**src/design/anar_pkg.sv**
```systemverilog
// anar_pkg: offsets, field layouts, reset values and carrier types for the
// auto-negotiation ability register bank.
// assumes a single 50 MHz management clock and a 32-bit Avalon-MM slave port.
// What this block does
// (RL1) two offsets decode per active mode
// (RL2) 1000X advert writes wait for apply event
// (RL3) 1000X advert bits 4:0 writable, reset zero
// (RL4) media advert bit 15 shows interface link
// (RL5) media advert bit 12 shows resolved duplex
// (RL6) media advert bits 11:10 show interface speed
// (RL7) media advert 6:0 fixed 0000001, 14:13 zero
// (RL8) system advert constant 0x0001 after resets
// (RL9) 1000X partner fields clear on link down
// (RL10) partner bit 15 is next page ability
// (RL11) partner bit 14 is acknowledge
// (RL12) partner bits 13:12 remote fault code
// (RL13) partner bits 8:7 pause ability
// (RL14) partner bits 6,5 half/full duplex ability
// (RL15) reserved partner bits mirror code word
// (RL16) media partner 15 zero, 13:0 as received
// (RL17) page received flag latches, clears on read
// (RL18) clear beats load, never both together
`default_nettype none
package anar_pkg;
    // printed register indices; byte address is index times four
    localparam logic [13:0] IDX_ADV = 14'h2004;
    localparam logic [13:0] IDX_LP = 14'h2005;
    localparam logic [13:0] IDX_EXP = 14'h2006;
    localparam logic [13:0] IDX_MODE = 14'h2010;
    localparam logic [13:0] IDX_IRQ_STS = 14'h2011;
    localparam logic [13:0] IDX_IRQ_MSK = 14'h2012;

    typedef enum logic [1:0] {
        ANAR_MODE_X = 2'h0,
        ANAR_MODE_SG_MEDIA = 2'h1,
        ANAR_MODE_SG_SYS = 2'h2
    } anar_mode_t;
    localparam logic [1:0] MODE_RST = 2'h0;

    // 1000X advertisement: software-writable bits and fixed ones
    localparam logic [15:0] ADV_X_WMASK = 16'hB19F;
    localparam logic [15:0] ADV_X_RST = 16'h0020;
    localparam logic [15:0] ADV_SYS_VAL = 16'h0001;
    localparam logic [6:0] ADV_MEDIA_LOW = 7'h01;
    localparam logic [15:0] LP_RST = 16'h0000;

    // expansion register bits
    localparam int EXP_PAGE_RX_BIT = 1;
    localparam int EXP_LP_NP_BIT = 3;

    // interrupt status and mask layout
    localparam int IRQ_W = 2;
    localparam int IRQ_PAGE_BIT = 0;
    localparam int IRQ_LINK_DOWN_BIT = 1;
    localparam logic [IRQ_W-1:0] IRQ_RST = 2'h0;

    typedef enum logic [1:0] {
        ANAR_BUS_IDLE = 2'b01,
        ANAR_BUS_ACK = 2'b10
    } anar_bus_st_t;

    // attached interface status shown in the media-side advertisement
    typedef struct packed {
        logic link_up;
        logic full_duplex;
        logic [1:0] speed;
        logic tx_pause;
        logic rx_pause;
        logic fiber;
    } anar_if_sts_t;

    // strobes from the port's negotiation state machine
    typedef struct packed {
        logic sw_reset;
        logic an_restart;
        logic power_up;
        logic link_down;
        logic page_rx;
        logic [15:0] rx_word;
    } anar_evt_t;
endpackage : anar_pkg
`default_nettype wire

```
**src/design/anar_regs.sv**
```systemverilog
// anar_regs: per-port advertisement and link partner ability registers
// behind an Avalon-MM slave with waitrequest.
// assumes event strobes and interface status come from logic on sys_clk.
`default_nettype none
module anar_regs #(
    parameter int ADDR_W = 16
) (
    input wire logic sys_clk,
    input wire logic resetn,
    input wire logic clk_en,
    input wire logic [ADDR_W-1:0] avs_address,
    input wire logic avs_read,
    input wire logic avs_write,
    input wire logic [31:0] avs_writedata,
    input wire logic [3:0] avs_byteenable,
    output logic [31:0] avs_readdata,
    output logic avs_waitrequest,
    input wire anar_pkg::anar_if_sts_t if_sts,
    input wire anar_pkg::anar_evt_t evt,
    output logic [15:0] tx_cfg_word,
    output logic [15:0] lp_ability,
    output logic irq
);
    typedef struct packed {
        anar_pkg::anar_bus_st_t st;
        logic waitreq;
        logic [15:0] rdata;
        logic [1:0] mode;
        logic [15:0] adv_pend;
        logic [15:0] adv_act;
        logic [15:0] lp;
        logic page_rx;
        logic lp_np;
        logic [anar_pkg::IRQ_W-1:0] irq_sts;
        logic [anar_pkg::IRQ_W-1:0] irq_msk;
        logic irq;
        logic [15:0] tx_word;
    } anar_state_t;

    anar_state_t s_r;
    anar_state_t s_nxt;

    function automatic logic anar_hit(input logic [ADDR_W-1:0] a, input logic [13:0] idx);
        anar_hit = (a[ADDR_W-1:2] == idx[ADDR_W-3:0]) && (a[1:0] == 2'h0);
    endfunction : anar_hit

    // merges the two low byte lanes of a write into a 16-bit value
    function automatic logic [15:0] anar_wmerge(input logic [15:0] old, input logic [31:0] wd,
                                                input logic [3:0] be);
        anar_wmerge = old;
        if (be[0]) begin
            anar_wmerge[7:0] = wd[7:0];
        end
        if (be[1]) begin
            anar_wmerge[15:8] = wd[15:8];
        end
    endfunction : anar_wmerge

    logic req;
    logic take;
    logic wr_take;
    logic rd_take;
    logic apply_adv;
    logic lp_clear;
    logic lp_load;
    logic [15:0] media_adv;
    logic [15:0] adv_view;
    logic [15:0] lp_view;
    logic [15:0] rd_mux;

    always_comb begin
        req = avs_read | avs_write;
        // the request is accepted at the edge where waitrequest is seen low
        take = req && (s_r.st == anar_pkg::ANAR_BUS_ACK);
        wr_take = take && avs_write;
        rd_take = take && avs_read;

        // pending advertisement goes live only on these events
        apply_adv = evt.sw_reset | evt.an_restart | evt.power_up | evt.link_down; // RL2
        // clear wins, so load and clear never land in one cycle
        lp_clear = evt.link_down | evt.sw_reset; // RL9 RL18
        lp_load = evt.page_rx & ~lp_clear; // RL18

        media_adv = {if_sts.link_up, // RL4
                     2'h0, // RL7
                     if_sts.full_duplex, // RL5
                     if_sts.speed, // RL6
                     if_sts.tx_pause,
                     if_sts.rx_pause,
                     if_sts.fiber,
                     anar_pkg::ADV_MEDIA_LOW}; // RL7

        case (s_r.mode) // RL1
            anar_pkg::ANAR_MODE_X: begin
                adv_view = s_r.adv_pend;
                lp_view = s_r.lp; // RL10 RL11 RL12 RL13 RL14 RL15
            end
            anar_pkg::ANAR_MODE_SG_MEDIA: begin
                adv_view = media_adv;
                lp_view = {1'b0, s_r.lp[14:0]}; // RL11 RL16
            end
            anar_pkg::ANAR_MODE_SG_SYS: begin
                adv_view = anar_pkg::ADV_SYS_VAL; // RL8
                lp_view = s_r.lp;
            end
            default: begin
                adv_view = 16'h0000;
                lp_view = 16'h0000;
            end
        endcase

        rd_mux = 16'h0000;
        if (anar_hit(avs_address, anar_pkg::IDX_ADV)) begin
            rd_mux = adv_view;
        end else if (anar_hit(avs_address, anar_pkg::IDX_LP)) begin
            rd_mux = lp_view;
        end else if (anar_hit(avs_address, anar_pkg::IDX_EXP)) begin
            rd_mux[anar_pkg::EXP_PAGE_RX_BIT] = s_r.page_rx;
            rd_mux[anar_pkg::EXP_LP_NP_BIT] = s_r.lp_np;
        end else if (anar_hit(avs_address, anar_pkg::IDX_MODE)) begin
            rd_mux[1:0] = s_r.mode;
        end else if (anar_hit(avs_address, anar_pkg::IDX_IRQ_STS)) begin
            rd_mux[anar_pkg::IRQ_W-1:0] = s_r.irq_sts;
        end else if (anar_hit(avs_address, anar_pkg::IDX_IRQ_MSK)) begin
            rd_mux[anar_pkg::IRQ_W-1:0] = s_r.irq_msk;
        end
    end

    always_comb begin
        s_nxt = s_r;

        // bus handshake: one wait cycle, then one cycle with waitrequest low
        case (s_r.st)
            anar_pkg::ANAR_BUS_IDLE: begin
                if (req) begin
                    s_nxt.st = anar_pkg::ANAR_BUS_ACK;
                    s_nxt.waitreq = 1'b0;
                    s_nxt.rdata = avs_read ? rd_mux : 16'h0000;
                end
            end
            anar_pkg::ANAR_BUS_ACK: begin
                s_nxt.st = anar_pkg::ANAR_BUS_IDLE;
                s_nxt.waitreq = 1'b1;
            end
            default: begin
                s_nxt.st = anar_pkg::ANAR_BUS_IDLE;
                s_nxt.waitreq = 1'b1;
            end
        endcase

        // software writes
        if (wr_take && anar_hit(avs_address, anar_pkg::IDX_ADV) && s_r.mode == anar_pkg::ANAR_MODE_X) begin
            s_nxt.adv_pend = (anar_wmerge(s_r.adv_pend, avs_writedata, avs_byteenable)
                              & anar_pkg::ADV_X_WMASK)
                             | (anar_pkg::ADV_X_RST & ~anar_pkg::ADV_X_WMASK); // RL2 RL3
        end
        if (wr_take && anar_hit(avs_address, anar_pkg::IDX_MODE) && avs_byteenable[0]) begin
            s_nxt.mode = avs_writedata[1:0];
        end
        if (wr_take && anar_hit(avs_address, anar_pkg::IDX_IRQ_MSK) && avs_byteenable[0]) begin
            s_nxt.irq_msk = avs_writedata[anar_pkg::IRQ_W-1:0];
        end
        if (wr_take && anar_hit(avs_address, anar_pkg::IDX_IRQ_STS) && avs_byteenable[0]) begin
            s_nxt.irq_sts = s_r.irq_sts & ~avs_writedata[anar_pkg::IRQ_W-1:0];
        end

        // reading the expansion word clears only what that read reported
        if (rd_take && anar_hit(avs_address, anar_pkg::IDX_EXP)) begin
            s_nxt.page_rx = s_r.page_rx & ~s_r.rdata[anar_pkg::EXP_PAGE_RX_BIT]; // RL17
        end

        if (apply_adv) begin
            s_nxt.adv_act = s_nxt.adv_pend; // RL2
        end

        // partner capture
        if (lp_clear) begin
            s_nxt.lp = anar_pkg::LP_RST; // RL9
            s_nxt.lp_np = 1'b0;
        end else if (lp_load) begin
            s_nxt.lp = evt.rx_word; // RL9 RL10 RL11 RL12 RL13 RL14 RL15 RL16
            s_nxt.lp_np = (s_r.mode == anar_pkg::ANAR_MODE_X) & evt.rx_word[15];
        end
        if (evt.sw_reset) begin
            s_nxt.page_rx = 1'b0;
        end

        // events set after clears so a same-cycle event is kept
        if (lp_load) begin
            s_nxt.page_rx = 1'b1; // RL17
            s_nxt.irq_sts[anar_pkg::IRQ_PAGE_BIT] = 1'b1;
        end
        if (evt.link_down) begin
            s_nxt.irq_sts[anar_pkg::IRQ_LINK_DOWN_BIT] = 1'b1;
        end
        s_nxt.irq = |(s_nxt.irq_sts & s_nxt.irq_msk);

        // word handed to the transmit side of negotiation
        case (s_nxt.mode) // RL1
            anar_pkg::ANAR_MODE_X: s_nxt.tx_word = s_nxt.adv_act;
            anar_pkg::ANAR_MODE_SG_MEDIA: s_nxt.tx_word = media_adv;
            anar_pkg::ANAR_MODE_SG_SYS: s_nxt.tx_word = anar_pkg::ADV_SYS_VAL; // RL8
            default: s_nxt.tx_word = anar_pkg::ADV_SYS_VAL;
        endcase
    end

    always_ff @(posedge sys_clk or negedge resetn) begin
        if (!resetn) begin
            s_r.st <= anar_pkg::ANAR_BUS_IDLE;
            s_r.waitreq <= 1'b1;
            s_r.rdata <= 16'h0000;
            s_r.mode <= anar_pkg::MODE_RST;
            s_r.adv_pend <= anar_pkg::ADV_X_RST; // RL3
            s_r.adv_act <= anar_pkg::ADV_X_RST;
            s_r.lp <= anar_pkg::LP_RST;
            s_r.page_rx <= 1'b0;
            s_r.lp_np <= 1'b0;
            s_r.irq_sts <= anar_pkg::IRQ_RST;
            s_r.irq_msk <= anar_pkg::IRQ_RST;
            s_r.irq <= 1'b0;
            s_r.tx_word <= anar_pkg::ADV_X_RST;
        end else if (clk_en) begin
            s_r <= s_nxt;
        end
    end

    assign avs_readdata = {16'h0000, s_r.rdata};
    assign avs_waitrequest = s_r.waitreq;
    assign tx_cfg_word = s_r.tx_word;
    assign lp_ability = s_r.lp;
    assign irq = s_r.irq;
endmodule : anar_regs
`default_nettype wire

```
**config.mk**
```make
export PLATFORM = sky130hd
export DESIGN_NAME = anar_regs
export DESIGN_NICKNAME = d
export VERILOG_FILES = /design/src/design/anar_pkg.sv /design/src/design/anar_regs.sv
export SDC_FILE = /design/constraint.sdc
export NUM_CORES = 1
export LEC_CHECK = 0
export ABC_AREA = 1
export BUFFER_PORTS_ARGS = -buffer_cell sky130_fd_sc_hd__clkbuf_2
export CAP_MARGIN = 0
export CORE_MARGIN = 8
export CORE_UTILIZATION = 45
export CTS_BUF_LIST = sky130_fd_sc_hd__clkbuf_2
export DETAILED_ROUTE_END_ITERATION = 6
export PLACE_DENSITY_LB_ADDON = 0.25
export SLEW_MARGIN = 20
export SYNTH_ARGS = -nofsm -noshare
export SYNTH_HDL_FRONTEND = slang
export SYNTH_SLANG_ARGS = --single-unit
```
**constraint.sdc**
```tcl
create_clock -name sys_clk -period 2.4 [get_ports sys_clk]
set_input_delay 0.48 -clock sys_clk [delete_from_list [all_inputs] [get_ports sys_clk]]
set_output_delay 0.48 -clock sys_clk [all_outputs]
set_load 0.05 [all_outputs]
```
==> summary.md, run 1 <==
| Metric | Value |
|---|---|
| Vias/cell | 5.065 |
| Via count | 4655 |
| Max_slew headroom | 0.6249 |
| Post-cts resize count | 0 |
| Initial antenna violation count | 0 |
| Worst skew pair latency | 0.56 ns |
| Ant. Diodes | 0 |
| Fmax | 503.1 MHz |
| Largest stage delay, worst path | 0.50 ns |
| CTS sink cnt | 91 |
| Final-report max-slew violation count | 0 |
| Clock slew at reported path FFs | 0.26 ns |
| Comb pwr share | 0.292 |
| H-tree Lvls | 3 |
| Dpl hpwl | 10890 µm |
| Worst r2r path cells | 10 |
| Final hold violations | 0 |
| Mapped Area | 0.005364 mm² |
| Wire per inst | 15.15 µm |
| Most frequent cells in the layout | nand2_1 (184), clkbuf_2 (120), dfrtp_1 (87) |
| Top post-synthesis cells by area | dfrtp_1 (41%), nand2_1 (13%), buf_4 (9.0%) |
| Area Growth Syn to Fin | 8.351% |
| Mapped Cells | 706 |
| Clock Path Buffers | 2 |
| Post-CTS Setup Inserts | 0 |
| Footprint of the multi-input gates | 0.002275 mm² |
| Distinct cells, synth | 39 |
| Post-DRT Antenna Nets | 0 |
| Final setup TNS | 0 ns |
| Leak | 3.191 nW |
| CP max FO | 11 |
| Crit path capture | avs_readdata[4] |
| WP data arrival | 2.51 ns |
| Max-cap violations | 0 |
| Die width | 125.2 µm |
| RD Place Congestion | 0.9116 |
| Synth Area per Inst | 7.598 µm² |
| Vias in the first global route | 4662 |
| Detailed Route Iter0 Violations | 407 |
| Reg-to-Reg Start | s_r[72] |
| Share of post-route cells with drive strength above 1 | 0.2215 |
| Layout net count | 857 |
| CTS Buf Count | 9 |
| CP Depth | 10 |
| Fillers | 1202 |
| Net Sw Frac | 0.3815 |
| Post-synth top area cell | dfrtp_1 |
| Measured slew at the worst slew-check pin | 0.5626 ns |
| Family with the most delay on the worst path | buffers and inverters |
| CP cell instances | inv_1, ha_1, inv_1, nand2_1, nand3_1, inv_1, nand3_1, o21ai_0, nand2_1, nand2_1 |
| Synth warn | 0 |
| Cts-stage hold buffer count | 1 |
| Outcome | complete, no violations |
| Setup CP Type | reg2reg |
| Global-route wire length before repair | 23300 µm |
| Final wirelength | 13920 µm |
| Flop pwr share | 0.481 |
| Worst flop-to-flop path endpoint | avs_readdata[4] |
| R2R Setup Slk | 0.41 ns |
| Reg area | 0.002282 mm² |
| Layout Skew | 0.04138 ns |
| Yosys reg bits | 91 |
| Power Density | 645.4 mW/mm² |
| Crit path buf inv count | 3 |
| Residual DRC | 0 |
| Die H | 125.2 µm |
| RSZ-0062 raised after global routing | no |
| Min-Delay Path Depth | 3 |
| Setup violators final | 0 |
| Largest net degree at the start of global routing | 49 |
| CP startpoint kind | register |
| Worst vdd ir | 489.8 µV |
| CTS root buf | clkbuf_2 |
| Initial Utilization | 0.4541 |
| CP required | 2.92 ns |
| # IOs | 151 |
| Input/output buffers | 110 |
| # rows | 40 |
| Sw Pwr | 1.431 mW |
| Die area | 0.01567 mm² |
| # placed instances | 903 |
| Clk pwr share | 0.227 |
| CTS tree | done |
| Core area | 0.01181 mm² |
| Period utilization | 0.8282 |
| Post-synthesis sequential area ratio | 0.4255 |
| Final Non-Filler Cells | 919 |
| HP Class | in2reg |
| Min cycle time layout | 1.988 ns |
| Commonest non-fill, non-tap cell in the layout | nand2_1 |
| Synth top area share | 0.4059 |
| Crit. End Element | register |
| Slowest CP cell | dfrtp_1 |
| GRT Total Usage | 0.1807 |
| DRT Pass-1 Iters | 5 |
| Internal power | 2.320 mW |
| CP Launch Point | s_r[72] |
| Total grt overflow | 0 |
==> power groups by stage <==
| stage | clock (mW) | sequential (mW) | combinational, mW |
|---|---|---|---|
| floorplan | 0 | 1.82 | 0.903 |
| global placement | 0 | 1.82 | 1.09 |
| detailed placement | 0 | 1.83 | 1.10 |
| CTS | 0.881 | 1.80 | 1.11 |
| global route | 0.940 | 1.82 | 1.21 |
| finish | 0.851 | 1.81 | 1.09 |
==> synth_stat cells (all sizes together) <==
| master | instances |
|---|---|
| nand2 | 190 |
| nand3 | 79 |
| dfstp | 4 |
| o31ai | 3 |
| o22ai | 2 |
| clkinv | 1 |
| a31oi | 10 |
| mux2 | 1 |
| buf | 71 |
| inv | 74 |
| a22oi | 1 |
| ha | 4 |
| nor3 | 3 |
| a21oi | 14 |
| a21o | 1 |
| conb | 1 |
| o21ai | 74 |
| dfrtp | 87 |
| clkbuf | 16 |
| nand4 | 8 |
| o21bai | 1 |
| o211ai | 2 |
| nor2 | 57 |
| a22o | 2 |
==> metal layers <==
| layer | share of wire | global-route usage |
|---|---|---|
| met1 | 0.46 | 0.2301 |
| met2 | 0.46 | 0.2931 |
| met3 | 0.067 | 0.05270 |
| met4 | 0.016 | 0.04943 |
| met5 | 0 | 0 |
==> stage by stage <==
step | total power, mW | worst slack (ns) | hold slack, ns | util | instance area [µm²]
floorplan | 2.727 | 0.6610 | 0.1844 | - | 5420
global placement | 2.911 | 0.3806 | 0.4558 | 0.4807 | 5678
detailed placement | 2.932 | 0.3604 | 0.4599 | 0.4807 | 5678
CTS | 3.792 | 0.3742 | 0.05288 | 0.4921 | 5812
global route | 3.968 | 0.1354 | 0.04784 | 0.4921 | 5812
finish | 3.751 | 0.4124 | 0.08867 | 0.4921 | 5812
==> sequential cells by signal, indices dropped and copies added (netlist names) <==
name,count
s_r,42
avs_readdata,16
lp_ability,16
tx_cfg_word,16
irq,1
==> worst min-delay path by stage <==
stage,startpoint,to
6_report,evt[10],lp_ability[10]
2_1_floorplan,resetn,avs_readdata[0]
3_3_place_gp,s_r[41],s_r[41]
5_1_grt,evt[12],lp_ability[12]
3_5_place_dp,s_r[42],s_r[42]
4_1_cts,evt[10],lp_ability[10]
==> worst register-to-register path, cell delays in order, from the launching register on <==
cell and delay [ns]:
dfrtp_1 0.50, inv_1 0.12, ha_1 0.35, inv_1 0.10, nand2_1 0.10, nand3_1 0.11, inv_1 0.30, nand3_1 0.11
o21ai_0 0.10, nand2_1 0.09, nand2_1 0.06
==> cell families (layout without fill, tap and decap cells) <==
kind of cell / count (synthesis) / in the layout / share of synthesized area
simple gates: 337 / 337 / 0.2888
buf+inv: 162 / 213 / 0.1609
compound gates: 110 / 110 / 0.1127
flops: 91 / 91 / 0.4255
fa+ha+maj: 4 / 4 / 0.009331
other cells: 1 / 16 / 0.0006991
mux: 1 / 1 / 0.002099
==> area by class of cell <==
type | count | area share
Clock buffer | 11 | 0.009473
Clock inverter | 4 | 0.01184
Inverter | 75 | 0.04844
Multi-Input combinational cell | 468 | 0.3914
Sequential cell | 91 | 0.3927
Tap cell | 147 | 0.03165
Timing Repair Buffer | 123 | 0.1145
(Power assumes the default switching activity.)
==> run 2: changes to the inputs <==
clock period = 1.7 ns   (was 2.4 ns; I/O delays follow)
==> run 2 against run 1 <==
Against the previous run:
- first-iteration DRC count is 23% higher
- count of clock-buffer cells in the layout shrank 2
- critical endpoint is now tx_cfg_word[5]
- clock skew is 0.016 ns lower
==> summary.md, run 2 (synthesized netlist as in run 1, its figures left out) <==
| Metric | Value |
|---|---|
| Outcome | complete, no violations |
| Internal power | 3.374 mW (+45%) |
| Post-DP Area | 0.006098 mm² (+7.4%) |
| Via count | 4968 (+6.7%) |
| Largest Register | s_r |
| Total grt overflow | 0 (unchanged) |
| CP cell instances | clkbuf_16 |
| Power Density | 844.8 mW/mm² (+31%) |
| CTS tree | done |
| CTS root buf | clkbuf_2 |
| RD Place Congestion | 0.8701 (-4.6%) |
| GRT Total Usage | 0.1941 (+0.01340) |
| Global-route wire length before repair | 24870 µm (+6.7%) |
| Setup Slack @ Placement | -0.1615 ns (-0.5219 ns) |
| Residual DRC | 0 (unchanged) |
| Max-cap violations | 0 (unchanged) |
| Flop pwr share | 0.455 (-0.026) |
| DRT Pass-1 Iters | 5 (unchanged) |
| H-tree Lvls | 3 (unchanged) |
| Comb pwr share | 0.342 (+0.050) |
| Leak | 3.581 nW (+12%) |
| RSZ-0062 raised after global routing | yes |
| Worst skew pair latency | 0.56 ns (about the same) |
| CP required | 1.36 ns (-1.56 ns) |
| Layout net count | 929 (+8.4%) |
| Layout Skew | 0.02577 ns (-0.01560 ns) |
| Sw Pwr | 2.204 mW (+54%) |
| Core area | 0.01181 mm² (unchanged) |
| Final hold violations | 0 (unchanged) |
| Measured slew at the worst slew-check pin | 0.5093 ns (-0.05331 ns) |
| Setup CP Type | reg2out |
| Clk pwr share | 0.202 (-0.025) |
| Crit. End Element | primary output |
| Vias in the first global route | 4974 (+6.7%) |
| Crit path buf inv count | 1 (-2) |
| Period utilization | 0.9884 |
| Max_slew headroom | 0.6605 (+0.03554) |
| Net Sw Frac | 0.3951 (+0.01356) |
| # rows | 40 (unchanged) |
| Share of post-route cells with drive strength above 1 | 0.2876 (+0.06607) |
| CP startpoint kind | register |
| Input/output buffers | 110 (unchanged) |
| Die area | 0.01567 mm² (unchanged) |
| Min cycle time layout | 1.680 ns |
| Slowest CP cell | dfstp_2 |
| Final-report max-slew violation count | 0 (unchanged) |
| Die H | 125.2 µm (unchanged) |
| Setup violators final | 0 (unchanged) |
| Family with the most delay on the worst path | flip-flops |
| CTS sink cnt | 91 (unchanged) |
| Area Growth Syn to Fin | 23.09% |
| Largest net degree at the start of global routing | 49 (unchanged) |
| Final wirelength | 15190 µm (+9.1%) |
| # IOs | 151 (unchanged) |
| Most frequent cells in the layout | nand2_1 (182), clkbuf_2 (90), dfrtp_1 (87) |
| WP data arrival | 1.34 ns (-1.17 ns) |
| Worst vdd ir | 525.7 µV (+7.3%) |
| Max FFs per register | 42 (unchanged) |
| Design area | 0.006603 mm² (+14%) |
| Clock slew at reported path FFs | 0.26 ns (about the same) |
| CP max FO | 2 (-9) |
| Clock Path Buffers | 2 (unchanged) |
| Post-DRT Antenna Nets | 0 (unchanged) |
| Final WS setup | 0.01969 ns (-0.3927 ns) |
| Fmax | 595.1 MHz |
| Die width | 125.2 µm (unchanged) |
| Wire per inst | 15.29 µm (+0.96%) |
| Commonest non-fill, non-tap cell in the layout | nand2_1 |
| CTS Buf Count | 9 (unchanged) |
| Initial antenna violation count | 1 (+1) |
| Vias/cell | 5.003 (-1.2%) |
| Dpl hpwl | 11470 µm (+5.3%) |
| Initial Utilization | 0.4541 (unchanged) |
| HP Class | in2reg |
| Largest stage delay, worst path | 0.62 ns (+0.12 ns) |
| Detailed Route Iter0 Violations | 501 (+23%) |
run 2: cell count changes in the layout (fill, tap and decap cells not counted), sizes merged:
cell         before  now
buf              13   77
dlygate4sd3       1   17
clkbuf          120  109
clkinvlp          0    2
bufinv            2    1
clkinv            3    4
diode             0    1
inv              74   75
nor2             57   58
run 2: worst paths after layout:
kind | to | slack (ns) | startpoint | cells after the start
worst max-delay path | tx_cfg_word[5] | 0.02 | tx_cfg_word[5] | 1
worst min-delay path | s_r[22] | 0.06 | evt[20] | 4
worst max register to register | tx_cfg_word[12] | 0.02 | s_r[90] | 10
worst min register to register | tx_cfg_word[5] | 0.51 | tx_cfg_word[5] | 2
max in group asynchronous | s_r[60] | 0.89 | resetn | 3
min in group asynchronous | lp_ability[1] | 0.20 | resetn | 2
run 2: per-stage QoR:
step / total power, mW / TNS, ns / instances / hold WS [ns] / util
4_1_cts: 5.522 / -0.04519 / 985 / 0.02833 / 0.5456
5_1_grt: 5.896 / -0.8499 / 993 / 0.04201 / 0.5590
3_5_place_dp: 4.298 / -3.476 / 951 / 0.3028 / 0.5163
3_3_place_gp: 4.262 / -2.693 / 951 / 0.2977 / 0.5163
2_1_floorplan: 3.858 / 0 / 721 / 0.04441 / -
6_report: 5.578 / 0 / 993 / 0.05612 / 0.5590
run 2: layout make-up:
type                       instances  area [µm²]
timing repair buffer             194        1364
inverter                          75       284.0
sequential                        91        2282
clock inverter                     7       68.82
clock buffer                       9       45.04
fill                            1122        5209
antenna                            1       2.502
multi-input combinational        469        2372
tap                              147       183.9
run 2: worst min-delay path, cell delays in order:
cell	delay, ns
clkbuf_2	0.10
o21ai_0	0.09
nand2_1	0.06
nand2_1	0.04
run 2: what timing repair did:
item,CTS,global route
hold buffers,17,0
setup endpoints to repair,28,68
pin swaps,1,5
hold endpoints to repair,51,0
resized for setup,13,60
buffers inserted,1,6
gates cloned,0,1
run 2: layer usage:
metal,part of all wire,global-route usage,up-vias
met1,0.46,0.2512,2322
met3,0.060,0.05270,20
met5,0,0,-
met2,0.47,0.3183,167
li1,-,-,2459
met4,0.014,0.04083,0
run 2: power groups by stage:
stage	Clock [mW]	Combinational, mW	Sequential (mW)
after floorplan	0	1.28	2.58
after global placement	0	1.70	2.56
after detailed placement	0	1.72	2.57
after CTS	1.16	1.82	2.54
after global routing	1.26	2.07	2.57
final	1.13	1.91	2.54
